==> src/design/charge_timer_pkg.sv <==
// Purpose: Shared constants and carriers for the charge timer and charger control registers
// Assumes: 8-bit registers behind a byte-wide register port on the host serial bus
// Notes:   Offsets, field positions, reset values and durations are named once here
package charge_timer_pkg;

    // Register offsets
    localparam logic [7:0] OFF_TIMER_CFG  = 8'h0e;
    localparam logic [7:0] OFF_CHG_CTRL0  = 8'h0f;

    // Reset values
    localparam logic [7:0] RST_TIMER_CFG  = 8'h3d;
    localparam logic [7:0] RST_CHG_CTRL0  = 8'ha2;

    // Timer register field positions
    localparam int TOPOFF_HI      = 7;
    localparam int TOPOFF_LO      = 6;
    localparam int TRICKLE_BIT    = 5;
    localparam int PRECHG_BIT     = 4;
    localparam int FAST_BIT       = 3;
    localparam int FAST_DUR_HI    = 2;
    localparam int FAST_DUR_LO    = 1;
    localparam int HALF_SPEED_BIT = 0;

    // Charger control field positions
    localparam int AUTO_DIS_BIT   = 7;
    localparam int FORCE_DIS_BIT  = 6;
    localparam int CHG_EN_BIT     = 5;
    localparam int OPT_EN_BIT     = 4;
    localparam int OPT_KICK_BIT   = 3;
    localparam int HIZ_BIT        = 2;
    localparam int TERM_BIT       = 1;
    localparam int RSVD_BIT       = 0;

    // Bits of the control register restored on watchdog expiry
    localparam logic [7:0] WD_MASK_CTRL0  = 8'h2a;
    // Bits of the control register that software may write
    localparam logic [7:0] WR_MASK_CTRL0  = 8'hfe;

    // Durations in minutes
    localparam logic [11:0] TOPOFF_MIN_1  = 12'h00f;
    localparam logic [11:0] TOPOFF_MIN_2  = 12'h01e;
    localparam logic [11:0] TOPOFF_MIN_3  = 12'h02d;
    localparam logic [11:0] TRICKLE_MIN   = 12'h03c;
    localparam logic [11:0] FAST_MIN_0    = 12'h12c;
    localparam logic [11:0] FAST_MIN_1    = 12'h1e0;
    localparam logic [11:0] FAST_MIN_2    = 12'h2d0;
    localparam logic [11:0] FAST_MIN_3    = 12'h5a0;

    // Decoded configuration toward the charger core
    typedef struct packed {
        logic [11:0] topoff_minutes;
        logic        topoff_active;
        logic        trickle_timer_on;
        logic        precharge_timer_on;
        logic        fast_timer_on;
        logic [11:0] fast_minutes;
        logic        timer_half_speed;
    } timer_cfg_s;

    typedef struct packed {
        logic auto_bat_discharge;
        logic forced_bat_discharge;
        logic charging_allowed;
        logic input_optimizer_on;
        logic input_optimizer_start;
        logic high_impedance_on;
        logic termination_on;
    } charger_ctl_s;

endpackage : charge_timer_pkg

==> src/design/charge_timer_control_regs.sv <==
// Purpose: Timer configuration and charger control registers with decoded outputs
// Assumes: Byte register port from the serial interface on ref_clk; status inputs synchronised here
// Notes:   Register reset command and watchdog expiry arrive as one-cycle pulses from ref_clk logic
// Operation
// - The top-off field decodes 0 off, 1 to 15, 2 to 30 and 3 to 45 minutes, default off.
// - Timer bit 5 enables the one-hour trickle timer, default on.
// - Timer bit 4 enables the pre-charge timer, default on.
// - Timer bit 3 enables the fast-charge timer, default on.
// - Fast duration decodes 0 to 5, 1 to 8, 2 to 12 and 3 to 24 hours, default code 2.
// - Timer bit 0 halves timer speed during power limiting or thermal regulation, default on.
// - Control bit 7 applies battery discharge during overvoltage faults, default on.
// - Control bit 6 forces battery discharge regardless of overvoltage, default off.
// - Control bit 5 allows charging, default on and restored on watchdog expiry.
// - Control bit 4 enables the input current optimizer, default off.
// - Control bit 3 can only be set, starts the optimizer while enabled and clears once it starts.
// - Control bit 2 selects high impedance and clears itself when an adapter is plugged in.
// - Control bit 1 enables charge termination, default on.
// - The register reset command restores all defaults and resets the timer.
`timescale 1ns/1ps
module charge_timer_control_regs
    import charge_timer_pkg::*;
(
    input  wire logic       ref_clk,
    input  wire logic       rst_n,
    input  wire logic       reg_wr,
    input  wire logic       reg_rd,
    input  wire logic [7:0] reg_addr,
    input  wire logic [7:0] reg_wdata,
    input  wire logic       reg_reset_cmd,
    input  wire logic       watchdog_expire,
    input  wire logic       optimizer_started,
    input  wire logic       adapter_present,
    input  wire logic       bat_ovp_fault,
    input  wire logic       regulation_active,
    output logic      [7:0] reg_rdata,
    output logic            reg_rvalid,
    output timer_cfg_s      timer_cfg,
    output charger_ctl_s    charger_ctl,
    output logic            discharge_on,
    output logic            timer_slow,
    output logic            timer_restart
);
    logic [7:0] tmr_val;
    logic [7:0] ctl_val;
    logic       wr_tmr;
    logic       wr_ctl;
    logic [7:0] ctl_clear;
    logic [7:0] ctl_wdata;

    // Two-flop synchronisers for pin-level status
    logic [2:0] sync1_q;
    logic [2:0] sync2_q;
    logic       adapter_prev_q;
    logic       adapter_plug;

    always_ff @(posedge ref_clk) begin
        if (!rst_n) begin
            sync1_q        <= 3'h0;
            sync2_q        <= 3'h0;
            adapter_prev_q <= 1'b0;
        end else begin
            sync1_q        <= {bat_ovp_fault, regulation_active, adapter_present};
            sync2_q        <= sync1_q;
            adapter_prev_q <= sync2_q[0];
        end
    end

    // Rising edge of adapter presence
    assign adapter_plug = sync2_q[0] & ~adapter_prev_q;

    // Address decode
    assign wr_tmr = reg_wr && (reg_addr == OFF_TIMER_CFG);
    assign wr_ctl = reg_wr && (reg_addr == OFF_CHG_CTRL0);

    // Hardware clears and kick write filtering
    always_comb begin
        ctl_clear = 8'h00;
        ctl_wdata = reg_wdata;
        // Kick set-only, self-clear, watchdog restore not undone by a write
        ctl_wdata[OPT_KICK_BIT] = reg_wdata[OPT_KICK_BIT] | (ctl_val[OPT_KICK_BIT] & ~watchdog_expire);
        ctl_clear[OPT_KICK_BIT] = optimizer_started;
        ctl_clear[HIZ_BIT] = adapter_plug;
    end

    reg_byte_cell #(
        .RESET_VAL (RST_TIMER_CFG),
        .WD_MASK   (8'hff),
        .WR_MASK   (8'hff)
    ) u_timer_reg (
        .ref_clk   (ref_clk),
        .rst_n     (rst_n),
        .wr_en     (wr_tmr),
        .wr_data   (reg_wdata),
        .cmd_reset (reg_reset_cmd),
        .wd_expire (watchdog_expire),
        .hw_clear  (8'h00),
        .value     (tmr_val)
    );

    // Control register with partial watchdog restore
    reg_byte_cell #(
        .RESET_VAL (RST_CHG_CTRL0),
        .WD_MASK   (WD_MASK_CTRL0),
        .WR_MASK   (WR_MASK_CTRL0)
    ) u_ctrl_reg (
        .ref_clk   (ref_clk),
        .rst_n     (rst_n),
        .wr_en     (wr_ctl),
        .wr_data   (ctl_wdata),
        .cmd_reset (reg_reset_cmd),
        .wd_expire (watchdog_expire),
        .hw_clear  (ctl_clear),
        .value     (ctl_val)
    );

    timer_cfg_s   tcfg_d;
    charger_ctl_s cctl_d;
    logic [7:0]   rdata_d;

    // Field decode
    always_comb begin
        unique case (tmr_val[TOPOFF_HI:TOPOFF_LO])
            2'h0: tcfg_d.topoff_minutes = 12'h000;
            2'h1: tcfg_d.topoff_minutes = TOPOFF_MIN_1;
            2'h2: tcfg_d.topoff_minutes = TOPOFF_MIN_2;
            2'h3: tcfg_d.topoff_minutes = TOPOFF_MIN_3;
        endcase
        tcfg_d.topoff_active      = |tmr_val[TOPOFF_HI:TOPOFF_LO];
        tcfg_d.trickle_timer_on   = tmr_val[TRICKLE_BIT];
        tcfg_d.precharge_timer_on = tmr_val[PRECHG_BIT];
        tcfg_d.fast_timer_on      = tmr_val[FAST_BIT];
        unique case (tmr_val[FAST_DUR_HI:FAST_DUR_LO])
            2'h0: tcfg_d.fast_minutes = FAST_MIN_0;
            2'h1: tcfg_d.fast_minutes = FAST_MIN_1;
            2'h2: tcfg_d.fast_minutes = FAST_MIN_2;
            2'h3: tcfg_d.fast_minutes = FAST_MIN_3;
        endcase
        tcfg_d.timer_half_speed = tmr_val[HALF_SPEED_BIT];
        cctl_d.auto_bat_discharge    = ctl_val[AUTO_DIS_BIT];
        cctl_d.forced_bat_discharge  = ctl_val[FORCE_DIS_BIT];
        cctl_d.charging_allowed      = ctl_val[CHG_EN_BIT];
        cctl_d.input_optimizer_on    = ctl_val[OPT_EN_BIT];
        cctl_d.input_optimizer_start = ctl_val[OPT_KICK_BIT] & ctl_val[OPT_EN_BIT];
        cctl_d.high_impedance_on     = ctl_val[HIZ_BIT];
        cctl_d.termination_on        = ctl_val[TERM_BIT];
        // Read mux, unmapped reads zero
        rdata_d = 8'h00;
        if (reg_addr == OFF_TIMER_CFG) begin
            rdata_d = tmr_val;
        end else if (reg_addr == OFF_CHG_CTRL0) begin
            rdata_d = ctl_val & WR_MASK_CTRL0;
        end
    end

    // Output registers
    always_ff @(posedge ref_clk) begin
        if (!rst_n) begin
            timer_cfg     <= '0;
            charger_ctl   <= '0;
            reg_rdata     <= 8'h00;
            reg_rvalid    <= 1'b0;
            discharge_on  <= 1'b0;
            timer_slow    <= 1'b0;
            timer_restart <= 1'b0;
        end else begin
            timer_cfg     <= tcfg_d;
            charger_ctl   <= cctl_d;
            reg_rvalid    <= reg_rd;
            if (reg_rd) begin
                reg_rdata <= rdata_d;
            end
            discharge_on  <= ctl_val[FORCE_DIS_BIT] | (ctl_val[AUTO_DIS_BIT] & sync2_q[2]);
            timer_slow    <= tmr_val[HALF_SPEED_BIT] & sync2_q[1];
            timer_restart <= reg_reset_cmd;
        end
    end

    a_auto_discharge: assert property (@(posedge ref_clk) disable iff (!rst_n)
        (ctl_val[AUTO_DIS_BIT] && sync2_q[2]) |=> discharge_on)
        else $error("auto discharge missing during fault");

    a_forced_discharge: assert property (@(posedge ref_clk) disable iff (!rst_n)
        ctl_val[FORCE_DIS_BIT] |=> discharge_on)
        else $error("forced discharge missing");

    a_cmd_reset_defaults: assert property (@(posedge ref_clk) disable iff (!rst_n)
        reg_reset_cmd |=> (tmr_val == RST_TIMER_CFG && ctl_val == RST_CHG_CTRL0 && timer_restart))
        else $error("register reset did not restore defaults");

    // Watchdog keeps discharge, optimizer enable and high impedance bits
    a_wd_keeps_bits: assert property (@(posedge ref_clk) disable iff (!rst_n)
        (watchdog_expire && !reg_reset_cmd && !wr_ctl && !adapter_plug)
        |=> ((ctl_val & 8'hd4) == ($past(ctl_val) & 8'hd4)) && ctl_val[CHG_EN_BIT] && ctl_val[TERM_BIT])
        else $error("watchdog restore touched wrong bits");

    a_reserved_zero: assert property (@(posedge ref_clk) disable iff (!rst_n)
        !ctl_val[RSVD_BIT] && !(reg_rvalid && ($past(reg_addr) == OFF_CHG_CTRL0) && reg_rdata[RSVD_BIT]))
        else $error("reserved bit set");

    a_kick_clears: assert property (@(posedge ref_clk) disable iff (!rst_n)
        (optimizer_started && !reg_reset_cmd) |=> !ctl_val[OPT_KICK_BIT])
        else $error("kick bit not cleared after start");

    a_hiz_plug_clear: assert property (@(posedge ref_clk) disable iff (!rst_n)
        (adapter_plug && !reg_reset_cmd) |=> !ctl_val[HIZ_BIT])
        else $error("high impedance not cleared on plug");

    a_half_speed: assert property (@(posedge ref_clk) disable iff (!rst_n)
        timer_slow |-> $past(tmr_val[HALF_SPEED_BIT]) && $past(sync2_q[1]))
        else $error("timer slowed without cause");

    // Default fast duration after reset command
    a_fast_default: assert property (@(posedge ref_clk) disable iff (!rst_n)
        reg_reset_cmd |=> ##1 (timer_cfg.fast_minutes == FAST_MIN_2) && !timer_cfg.topoff_active)
        else $error("fast duration default wrong");

    // Watchdog restores the whole timer register
    a_timer_wd_restore: assert property (@(posedge ref_clk) disable iff (!rst_n)
        (watchdog_expire && !reg_reset_cmd && !wr_tmr) |=> (tmr_val == RST_TIMER_CFG))
        else $error("timer register not restored by watchdog");

    a_timer_write: assert property (@(posedge ref_clk) disable iff (!rst_n)
        (wr_tmr && !reg_reset_cmd) |=> (tmr_val == $past(reg_wdata)))
        else $error("timer write lost");

    a_topoff_longest: assert property (@(posedge ref_clk) disable iff (!rst_n)
        (tmr_val[TOPOFF_HI:TOPOFF_LO] == 2'h3)
        |=> (timer_cfg.topoff_minutes == TOPOFF_MIN_3) && timer_cfg.topoff_active)
        else $error("top-off duration decode wrong");

    a_fast_longest: assert property (@(posedge ref_clk) disable iff (!rst_n)
        (tmr_val[FAST_DUR_HI:FAST_DUR_LO] == 2'h3) |=> (timer_cfg.fast_minutes == FAST_MIN_3))
        else $error("fast duration decode wrong");

    // Timer enables follow the written byte
    a_timer_enables: assert property (@(posedge ref_clk) disable iff (!rst_n)
        (wr_tmr && !reg_reset_cmd) |=> ##1
        ({timer_cfg.trickle_timer_on, timer_cfg.precharge_timer_on, timer_cfg.fast_timer_on,
          timer_cfg.timer_half_speed} ==
         {$past(reg_wdata[TRICKLE_BIT:FAST_BIT], 2), $past(reg_wdata[HALF_SPEED_BIT], 2)}))
        else $error("timer enables differ from written byte");

    // Control write lands apart from kick and reserved bits
    a_ctl_write: assert property (@(posedge ref_clk) disable iff (!rst_n)
        (wr_ctl && !reg_reset_cmd && !adapter_plug) |=> ((ctl_val & 8'hf6) == ($past(reg_wdata) & 8'hf6)))
        else $error("control write lost");

    // Writing zero leaves the kick bit set
    a_kick_set_only: assert property (@(posedge ref_clk) disable iff (!rst_n)
        (wr_ctl && ctl_val[OPT_KICK_BIT] && !reg_reset_cmd && !watchdog_expire && !optimizer_started)
        |=> ctl_val[OPT_KICK_BIT])
        else $error("kick bit cleared by software");

    // Start request gated by the optimizer enable
    a_kick_gated: assert property (@(posedge ref_clk) disable iff (!rst_n)
        (ctl_val[OPT_KICK_BIT] && !ctl_val[OPT_EN_BIT]) |=> !charger_ctl.input_optimizer_start)
        else $error("optimizer started while disabled");

    // Timer restart only after the command
    a_restart_cause: assert property (@(posedge ref_clk) disable iff (!rst_n)
        timer_restart |-> $past(reg_reset_cmd))
        else $error("timer restart without command");

    a_charge_blocked: assert property (@(posedge ref_clk) disable iff (!rst_n)
        !ctl_val[CHG_EN_BIT] |=> !charger_ctl.charging_allowed)
        else $error("charging allowed while disabled");

    a_term_off: assert property (@(posedge ref_clk) disable iff (!rst_n)
        !ctl_val[TERM_BIT] |=> !charger_ctl.termination_on)
        else $error("termination on while disabled");

    // High impedance output follows its bit
    a_hiz_output: assert property (@(posedge ref_clk) disable iff (!rst_n)
        ctl_val[HIZ_BIT] |=> charger_ctl.high_impedance_on)
        else $error("high impedance output missing");

    a_discharge_idle: assert property (@(posedge ref_clk) disable iff (!rst_n)
        (!ctl_val[FORCE_DIS_BIT] && !(ctl_val[AUTO_DIS_BIT] && sync2_q[2])) |=> !discharge_on)
        else $error("discharge without cause");

    a_slow_regulation: assert property (@(posedge ref_clk) disable iff (!rst_n)
        (tmr_val[HALF_SPEED_BIT] && sync2_q[1]) |=> timer_slow)
        else $error("timer not slowed under regulation");

endmodule : charge_timer_control_regs

==> src/design/reg_byte_cell.sv <==
// Purpose: One 8-bit control register with masked write, two restore sources and hardware clears
// Assumes: Single clock, synchronous active-low reset
// Notes:   Hardware clears win over a same-cycle software write of the same bit
`timescale 1ns/1ps
module reg_byte_cell #(
    parameter logic [7:0] RESET_VAL = 8'h00,
    parameter logic [7:0] WD_MASK   = 8'hff,
    parameter logic [7:0] WR_MASK   = 8'hff
) (
    input  wire logic       ref_clk,
    input  wire logic       rst_n,
    input  wire logic       wr_en,
    input  wire logic [7:0] wr_data,
    input  wire logic       cmd_reset,
    input  wire logic       wd_expire,
    input  wire logic [7:0] hw_clear,
    output logic      [7:0] value
);
    logic [7:0] val_q;
    logic [7:0] val_d;

    // Next value: reset command alone, else watchdog restore, then write, then hardware clears
    always_comb begin
        val_d = val_q;
        if (cmd_reset) begin
            val_d = RESET_VAL;
        end else begin
            if (wd_expire) begin
                val_d = (val_q & ~WD_MASK) | (RESET_VAL & WD_MASK);
            end
            if (wr_en) begin
                val_d = (val_d & ~WR_MASK) | (wr_data & WR_MASK);
            end
            val_d = val_d & ~hw_clear;
        end
    end

    // Register stage
    always_ff @(posedge ref_clk) begin
        if (!rst_n) begin
            val_q <= RESET_VAL;
        end else begin
            val_q <= val_d;
        end
    end

    assign value = val_q;
endmodule : reg_byte_cell

==> config.mk <==
export PLATFORM = sky130hd
export DESIGN_NAME = charge_timer_control_regs
export DESIGN_NICKNAME = d
export VERILOG_FILES = /design/src/design/charge_timer_pkg.sv /design/src/design/charge_timer_control_regs.sv /design/src/design/reg_byte_cell.sv
export SDC_FILE = /design/constraint.sdc
export NUM_CORES = 1
export LEC_CHECK = 0
export ABC_AREA = 1
export BUFFER_PORTS_ARGS = -buffer_cell sky130_fd_sc_hd__buf_2
export CORE_ASPECT_RATIO = 1.75
export CORE_UTILIZATION = 50
export DETAILED_ROUTE_END_ITERATION = 6
export PLACE_DENSITY_LB_ADDON = 0.15
export SLEW_MARGIN = 20
export SYNTH_ARGS = -nofsm -noshare
export SYNTH_HDL_FRONTEND = slang
export SYNTH_HIERARCHICAL = 1
export SYNTH_SLANG_ARGS = --single-unit
export TNS_END_PERCENT = 30
==> constraint.sdc <==
create_clock -name ref_clk -period 2.1 [get_ports ref_clk]
set_clock_uncertainty 0.1 [all_clocks]
set_input_delay 0 -clock ref_clk [delete_from_list [all_inputs] [get_ports ref_clk]]
set_output_delay 0 -clock ref_clk [all_outputs]
set_load 0.1 [all_outputs]
# --- Word-level counts from Yosys, hierarchy flattened ---
# Index checks and enable logic that the tools add are counted.
totals:
  register_bits: 71
  in_bits: 26
  output_inout_bits: 48
  wordCells: 62
op_classes:
  eq_ne: 8
  muxes: 10
  n_bitwise: 13
  n_reduce_logical: 7
ops:
  columns: ["cell", "count"]
  rows:
  - ["12-bit case mux with 4 select lines", 2]
  - ["8-bit 2-to-1 mux", 7]
  - ["8-bit by 4-bit equality test with 1-bit output, second input constant", 2]
  - ["8-bit bitwise AND", 1]
  - ["2-bit equality test, second input constant", 4]
  - ["4-bit NOT with 8-bit output", 1]
  - ["1-bit by 8-bit bitwise OR with 8-bit output", 1]
  - ["6-bit 2-to-1 mux", 1]
  - ["1-bit bitwise AND", 5]
  - ["2-bit by 1-bit equality test with 1-bit output, second input constant", 2]
  - ["2-bit zero test", 2]
  - ["2-bit OR reduction", 2]
  - ["1-bit NOT", 3]
  - ["1-bit logical AND", 2]
  - ["1-bit bitwise OR", 2]
  - ["2-bit nonzero test", 1]

# --- Logic depth before layout (Yosys ltp) ---
# Gate-level depths: netlist of run 1.
depth:
  depth_word: 7
  depth_mapped: 11

# --- Cells and area by module ---
# The synthesis of run 1 kept the hierarchy.
modules_own_cells:
  columns: ["module", "n_inst", "cells_each", "area_per_inst_um2", "seq_area_each_um2"]
  rows:
  - ["charge_timer_control_regs", 1, 211, 1756.7, 820.8]
  - ["reg_byte_cell (u_timer_reg)", 1, 57, 395.4, 160.2]
  - ["reg_byte_cell (u_ctrl_reg)", 1, 52, 360.3, 160.2]

# --- Least setup slack after synthesis of run 1 ---
# OpenSTA, ideal clock, no wires.
synth_path:
  path_type: "flip-flop to output port"
  startpoint: "register, netlist name timer_cfg[20]"
  endpoint: "output port timer_cfg[19] (netlist name)"
  t_arrival_ns: 1.374
  t_required_ns: 2.000
  setup_slack_ns: 0.626
  path_stages_with_launch: 2
  cell_sequence: "dfxtp_1 -> buf_4"
synth_rtl:
  columns: ["item", "line_no", "source"]
  rows:
  - ["to (decl)", "charge_timer_control_regs.sv:37", "output timer_cfg_s timer_cfg,"]

# --- Final worst setup path of run 1 ---
layout_path:
  startpoint: "input port rst_n"
  endpoint: "register u_ctrl_reg.val_q[7] (netlist: u_ctrl_reg/value[7])"
layout_via:
  elab_chain_cells: 2
layout_rtl:
  columns: ["item", "line_no", "source"]
  rows:
  - ["from (decl)", "charge_timer_control_regs.sv:24", "input wire logic rst_n,"]
  - ["1-bit NOT (no line)", null, null]
  - ["2-bit OR reduction (no line)", null, null]
  - ["to (signal assigned)", "reg_byte_cell.sv:43", "val_q <= val_d;"]
  - ["to (decl)", "reg_byte_cell.sv:19", "logic [7:0] val_q;"]
# No other way between the ends.
# A chain may end at the register's enable or synchronous reset.

==> results.cfg, run 1 <==
[run_status]
status = completed

[die]
row_count = 33
floorplan.die.width_um = 55.3
core_area_mm2 = 0.00475
die_h_um = 95.3
initial_utilization_pct = 52.3
die-area_mm2 = 0.00527
top_level_ports = 74

[sta]
layout_min_cycle_time_ns = 1.61
clock.fmax_ghz = 0.623
hold_viol = 0
postLayoutSetupSlackWorst_ns = 0.495
finalSetupTns_ns = 0
drv_slew = 0
final_period_utilization_pct = 76.4
grt_setup_unrepaired = no
setup-violations-final = 0

[power_and_ir_drop]
vdd_ir_drop_max_mv = 0.616
power_density_mw_per_mm2 = 686
p_leak_nw = 1.83
total_power_of_the_final_layout_w = 0.00218

[drt]
via_count = 2057
ant_nets_after_route = 0
drt-vias-per-instance = 4.36
first_iter_violations = 51
drc = 0
detail_route.wl_per_cell_um = 10.2
routed_wl_mm = 4.83
detail_route.first_pass.iterations = 4

[setup_path]
timing.critical_path.slowest_cell_delay_ns = 0.62
timing.critical_path.from_type = input pin
r2r_cells = 3
timing.critical_path.mode_cell = sky130_fd_sc_hd__dlygate4sd3_1
worst-endpoint-arrival_ns = 1.71
crit_path_cells = dlygate4sd3_1 -> buf_6 -> inv_1 -> nor2_4 -> buf_4 -> dlygate4sd3_1 -> nand2_1
cp_slowest_cell = sky130_fd_sc_hd__dlygate4sd3_1
r2r_slack_ns = 0.73
timing.setup.critical_path_class = in -> reg
timing.rr.end = u_timer_reg/value[6]
worst_setup_path_end_kind = flip-flop
crit_fanout = 6
critical_path.reg2reg.startpoint = u_timer_reg/value[6]
worst_endpoint_required_time_ns = 2.21

[hold_path]
min-delay-start = reg_addr[5]
hold_depth = 6
worst_hold_path_type = in -> reg
min_delay_worst_endpoint = reg_rdata[0]

[logic_synthesis]
synthesized_netlist_cell_count = 317
syn_avg_cell_area_um2 = 7.84
post_synth_instance_area_mm2 = 0.00248
yosys_warnings = 6

[flow_run]
drv_cap = 0

[global_route]
wire_length_of_the_first_global_routing_pass_mm = 8.10
gr-usage-all-layers_pct = 19.5
antenna_violations_before_repair = 0
globalRoute.totalOverflow = 0
grt_max_degree = 18
grt_pass1_vias = 1940

[finish]
n_antenna_cell = 0
num-fill-cells = 424
utilization_pct = 66.8
area_delta_synth_final_pct = 27.6
finish.net_count = 454
finish.cell_count_without_fillers = 472
post_route_cells_drive_above_1_share_pct = 24.0

[clock_network]
insertion_delay_ns = 0.31
cts_root_buffer = sky130_fd_sc_hd__clkbuf_8
cts_tree = done
cts.clk_slew.worst_paths_ns = 0.10
h-tree-depth = 2
cts_max_path_buffers = 2
clkSinkCount = 56
tritoncts_buffers = 5

[placement]
post-place-ws_ns = 0.673
gp_routability_congestion = 0.761
place.detailed.instances = 435
port_buffers = 64
dp_hpwl_mm = 3.24
[state kept, by name, indices dropped and copies added, names as in the netlist]
name and flops:
discharge_on 1, sync2_q 3, reg_rvalid 1, u_timer_reg/value 8, timer_restart 1, adapter_prev_q 1, charger_ctl 7, timer_cfg 15
sync1_q 3, timer_slow 1, reg_rdata 8, u_ctrl_reg/value 7
[layout make-up]
class | count | area, um^2 | share of cell area [%]
Clock buffer | 6 | 72.6 | 2.29
Tap cell | 52 | 65.1 | 2.05
Inverter | 71 | 269 | 8.48
Timing Repair Buffer | 96 | 634 | 20.0
Clock inverter | 2 | 16.3 | 0.513
Sequential cell | 56 | 1120 | 35.4
Multi-Input combinational cell | 189 | 992 | 31.3
[where the power goes]
part / switching (W) / total [W] / internal (W) / leakage [nW]
Clock: 0.000342 / 0.000580 / 0.000238 / 0.0414
Sequential: 0.0000163 / 0.00112 / 0.00110 / 0.460
Combinational: 0.000378 / 0.000481 / 0.000103 / 1.33
Total: 0.000736 / 0.00218 / 0.00144 / 1.83
[stage by stage]
step / hold WS [ns] / instance area (um^2)
2_1_floorplan: -0.00237 / 2560
3_3_place_gp: 0.0815 / 2790
3_5_place_dp: 0.0855 / 2790
4_1_cts: 0.000908 / 3160
5_1_grt: 0.0255 / 3170
6_report: 0.00834 / 3170
[metal layers]
layer	wire, um	up-vias	GRT usage [%]
li1	-	1084	-
met1	2000	913	21.0
met2	2580	52	37.2
met3	154	8	3.39
met4	87	0	8.13
met5	0	-	0
[worst max-delay path by stage]
stage                        startpoint  cells past startpoint                   end  slack [ns]
after floorplan           timer_cfg[20]                      1         timer_cfg[19]        0.63
after global placement      reg_addr[6]                     11   u_ctrl_reg/value[7]        0.72
after detailed placement    reg_addr[6]                     11   u_ctrl_reg/value[7]        0.67
after CTS                         rst_n                      8   u_ctrl_reg/value[3]        0.09
after global routing        reg_addr[6]                     11  u_timer_reg/value[7]        0.45
final                             rst_n                      7   u_ctrl_reg/value[7]        0.49
[critical path: cells and delay by family]
kind | cells | cell delay (ns)
buffers and inverters | 5 | 1.51
and+or+nand+nor | 2 | 0.21
[repair_timing]
| item | CTS | global route |
|---|---|---|
| setup endpoints to repair | 0 | 1 |
| buffers inserted | 0 | 2 |
| hold buffers | 28 | 0 |
| endpoints found under the hold margin | 29 | 0 |
| gates resized for setup | 0 | 3 |
[cells in the final DEF, fill, tap and decap left out, drive strengths merged]
cell         instances
ha                   9
nand2               86
o21a                 1
conb                22
o21ai                1
dfxtp               56
inv                 71
o21bai               1
a21oi               15
or2                  1
dlygate4sd3         27
buf                 69
clkinv               1
clkinvlp             1
clkbuf               6
nand3               22
nor2                31
No activity file was read; power rests on OpenSTA's default activity.
==> run 2, diff against run 1 <==
--- a/config.mk
+++ b/config.mk
@@ -8,7 +8,7 @@
 export ABC_AREA = 1
 export BUFFER_PORTS_ARGS = -buffer_cell sky130_fd_sc_hd__buf_2
 export CORE_ASPECT_RATIO = 1.75
-export CORE_UTILIZATION = 50
+export CORE_UTILIZATION = 46
 export DETAILED_ROUTE_END_ITERATION = 6
 export PLACE_DENSITY_LB_ADDON = 0.15
 export SLEW_MARGIN = 20
==> constraint.sdc (replaced) <==
create_clock -name ref_clk -period 1.45 [get_ports ref_clk]
set_clock_uncertainty 0.1 [all_clocks]
set_input_delay 0 -clock ref_clk [delete_from_list [all_inputs] [get_ports ref_clk]]
set_output_delay 0 -clock ref_clk [all_outputs]
set_load 0.1 [all_outputs]
==> run 2 against run 1 <==
The flow now finishes with violations (DRC); flip-flop and latch count stayed put; non-clock buffer count is 5 higher; register-to-register slack worse by 0.62 ns; wire length is 0.73% lower; count of clock-buffer cells in the layout stayed put; global-route usage is 1.6 points lower; worst hold slack better by 0.024 ns; power is 48% higher; core utilization is 5.0 points lower; largest cell class unchanged.
==> results.cfg, run 2 (synthesized netlist as in run 1, its figures left out) <==
[die]
top_level_ports = 74
die-area_mm2 = 0.00571
die_h_um = 99.2
floorplan.die.width_um = 57.6
row_count = 35
core_area_mm2 = 0.00521
initial_utilization_pct = 47.7

[hold_path]
worst_hold_path_type = in -> reg
hold_depth = 4
min_delay_worst_endpoint = timer_cfg[10]
min-delay-start = rst_n

[finish]
finish.net_count = 459
num-fill-cells = 492
post_route_cells_drive_above_1_share_pct = 27.1
final_area_mm2 = 0.00322
area_delta_synth_final_pct = 29.6
finish.cell_count_without_fillers = 480
layout_commonest_cell = sky130_fd_sc_hd__nand2_1
most-common-layout-cells = 82 x sky130_fd_sc_hd__nand2_1, 67 x sky130_fd_sc_hd__inv_1, 64 x sky130_fd_sc_hd__buf_2
n_antenna_cell = 0
utilization_pct = 61.8
regMostFlops = timer_cfg
max_ffs_per_register = 15

[clock_network]
tritoncts_buffers = 5
clkSinkCount = 56
cts_max_path_buffers = 2
cts_root_buffer = sky130_fd_sc_hd__clkbuf_8
insertion_delay_ns = 0.31
cts_tree = done
cts.clk_slew.worst_paths_ns = 0.10
h-tree-depth = 2

[setup_path]
critPathTopFamily = buffers and inverters
crit_path_cells = dlygate4sd3_1 -> buf_2 -> nor2_8 -> nand2_2 -> a21oi_2 -> dlygate4sd3_1
r2r_slack_ns = 0.11
cp_slowest_cell = sky130_fd_sc_hd__dlygate4sd3_1
timing.critical_path.mode_cell = sky130_fd_sc_hd__dlygate4sd3_1
critical_path.reg2reg.startpoint = u_timer_reg/value[1]
worst_setup_path_end_kind = flip-flop
critical_path.startpoint = watchdog_expire
r2r_cells = 4
timing.critical_path.from_type = input pin
timing.rr.end = u_timer_reg/value[1]
timing.critical_path.slowest_cell_delay_ns = 0.55
worst-endpoint-arrival_ns = 1.54
timing.setup.critical_path_class = in -> reg
path_buf_inv = 3
worst_endpoint_required_time_ns = 1.61
crit_fanout = 4

[drt]
first_iter_violations = 33
detail_route.wl_per_cell_um = 9.98
routed_wl_mm = 4.79
via_count = 2069
detail_route.first_pass.iterations = 7
drc = 6
drt-vias-per-instance = 4.31
ant_nets_after_route = 0

[power_and_ir_drop]
vdd_ir_drop_max_mv = 0.712
power_density_mw_per_mm2 = 998
p_leak_nw = 1.87

[placement]
port_buffers = 64
gp_routability_congestion = 0.767
placed_instance_area_mm2 = 0.00284
dp_hpwl_mm = 3.42
place.detailed.instances = 444

[sta]
drv_slew = 0
finalSetupTns_ns = 0
layout_min_cycle_time_ns = 1.38
hold_viol = 0
setup-violations-final = 0
clock.fmax_ghz = 0.724
final_period_utilization_pct = 95.3
grt_setup_unrepaired = no

[global_route]
globalRoute.totalOverflow = 0
grt_pass1_vias = 1946
wire_length_of_the_first_global_routing_pass_mm = 8.02
grt_max_degree = 18
gr-usage-all-layers_pct = 17.9
antenna_violations_before_repair = 0

[run_status]
failed_checks = DRC
status = complete, but fails checks

[flow_run]
drv_cap = 0
==> run 2: cell types whose count changed in the layout (fill, tap and decap cells not counted), sizes merged <==
cell | before | now
buf | 69 | 78
clkinvlp | 1 | 0
dlygate4sd3 | 27 | 23
inv | 71 | 72
==> run 2: worst max-delay path by stage <==
stage,to,cells past startpoint
final,u_timer_reg/value[1],6
after global routing,u_ctrl_reg/value[6],11
after CTS,u_timer_reg/value[1],6
after detailed placement,u_ctrl_reg/value[7],11
after global placement,u_ctrl_reg/value[7],11
after floorplan,timer_cfg[10],1
==> run 2: cell type report <==
cell class | instances | area (um^2) | share of cell area [%]
clock buffers | 6 | 82.6 | 2.57
clock inverters | 2 | 13.8 | 0.428
inverters | 71 | 269 | 8.36
multi-input cells | 189 | 998 | 31.0
flip-flops and latches | 56 | 1120 | 34.9
well taps | 55 | 68.8 | 2.14
repair buffers | 101 | 663 | 20.6
==> run 2: what timing repair did <==
action,4_1_cts,5_1_grt
hold buffers,23,0
resized for setup,0,5
endpoints found under the setup margin,0,4
buffers inserted,0,5
hold endpoints to repair,23,0
==> run 2: stage by stage <==
stage                     worst slack [ns]  hold slack, ns  total power [W]
final                               0.0686          0.0323          0.00321
after global routing               0.00548          0.0510          0.00333
after global placement               0.181          0.0805          0.00230
after CTS                           0.0132          0.0219          0.00324
after detailed placement             0.130          0.0867          0.00230
after floorplan                   -0.00623        -0.00237          0.00222
==> run 2: worst min-delay path, stage by stage <==
cell	delay, ns
sky130_fd_sc_hd__buf_2	0.13
sky130_fd_sc_hd__buf_4	0.18
sky130_fd_sc_hd__nand2_1	0.07
sky130_fd_sc_hd__inv_1	0.03
==> run 2: power by group <==
group,internal [W],total (W),switching (W)
Clock,0.000392,0.000901,0.000509
Combinational,0.000150,0.000696,0.000546
Sequential,0.00159,0.00161,0.0000226
Total,0.00213,0.00321,0.00108
==> run 2: layer usage <==
metal  track usage, %  up-vias  share of wire, %
met2             35.0       55                54
met5                0        -                 0
met4             6.75        0               1.9
li1                 -     1096                 -
met3             2.60        7               4.6
met1             18.4      911                39
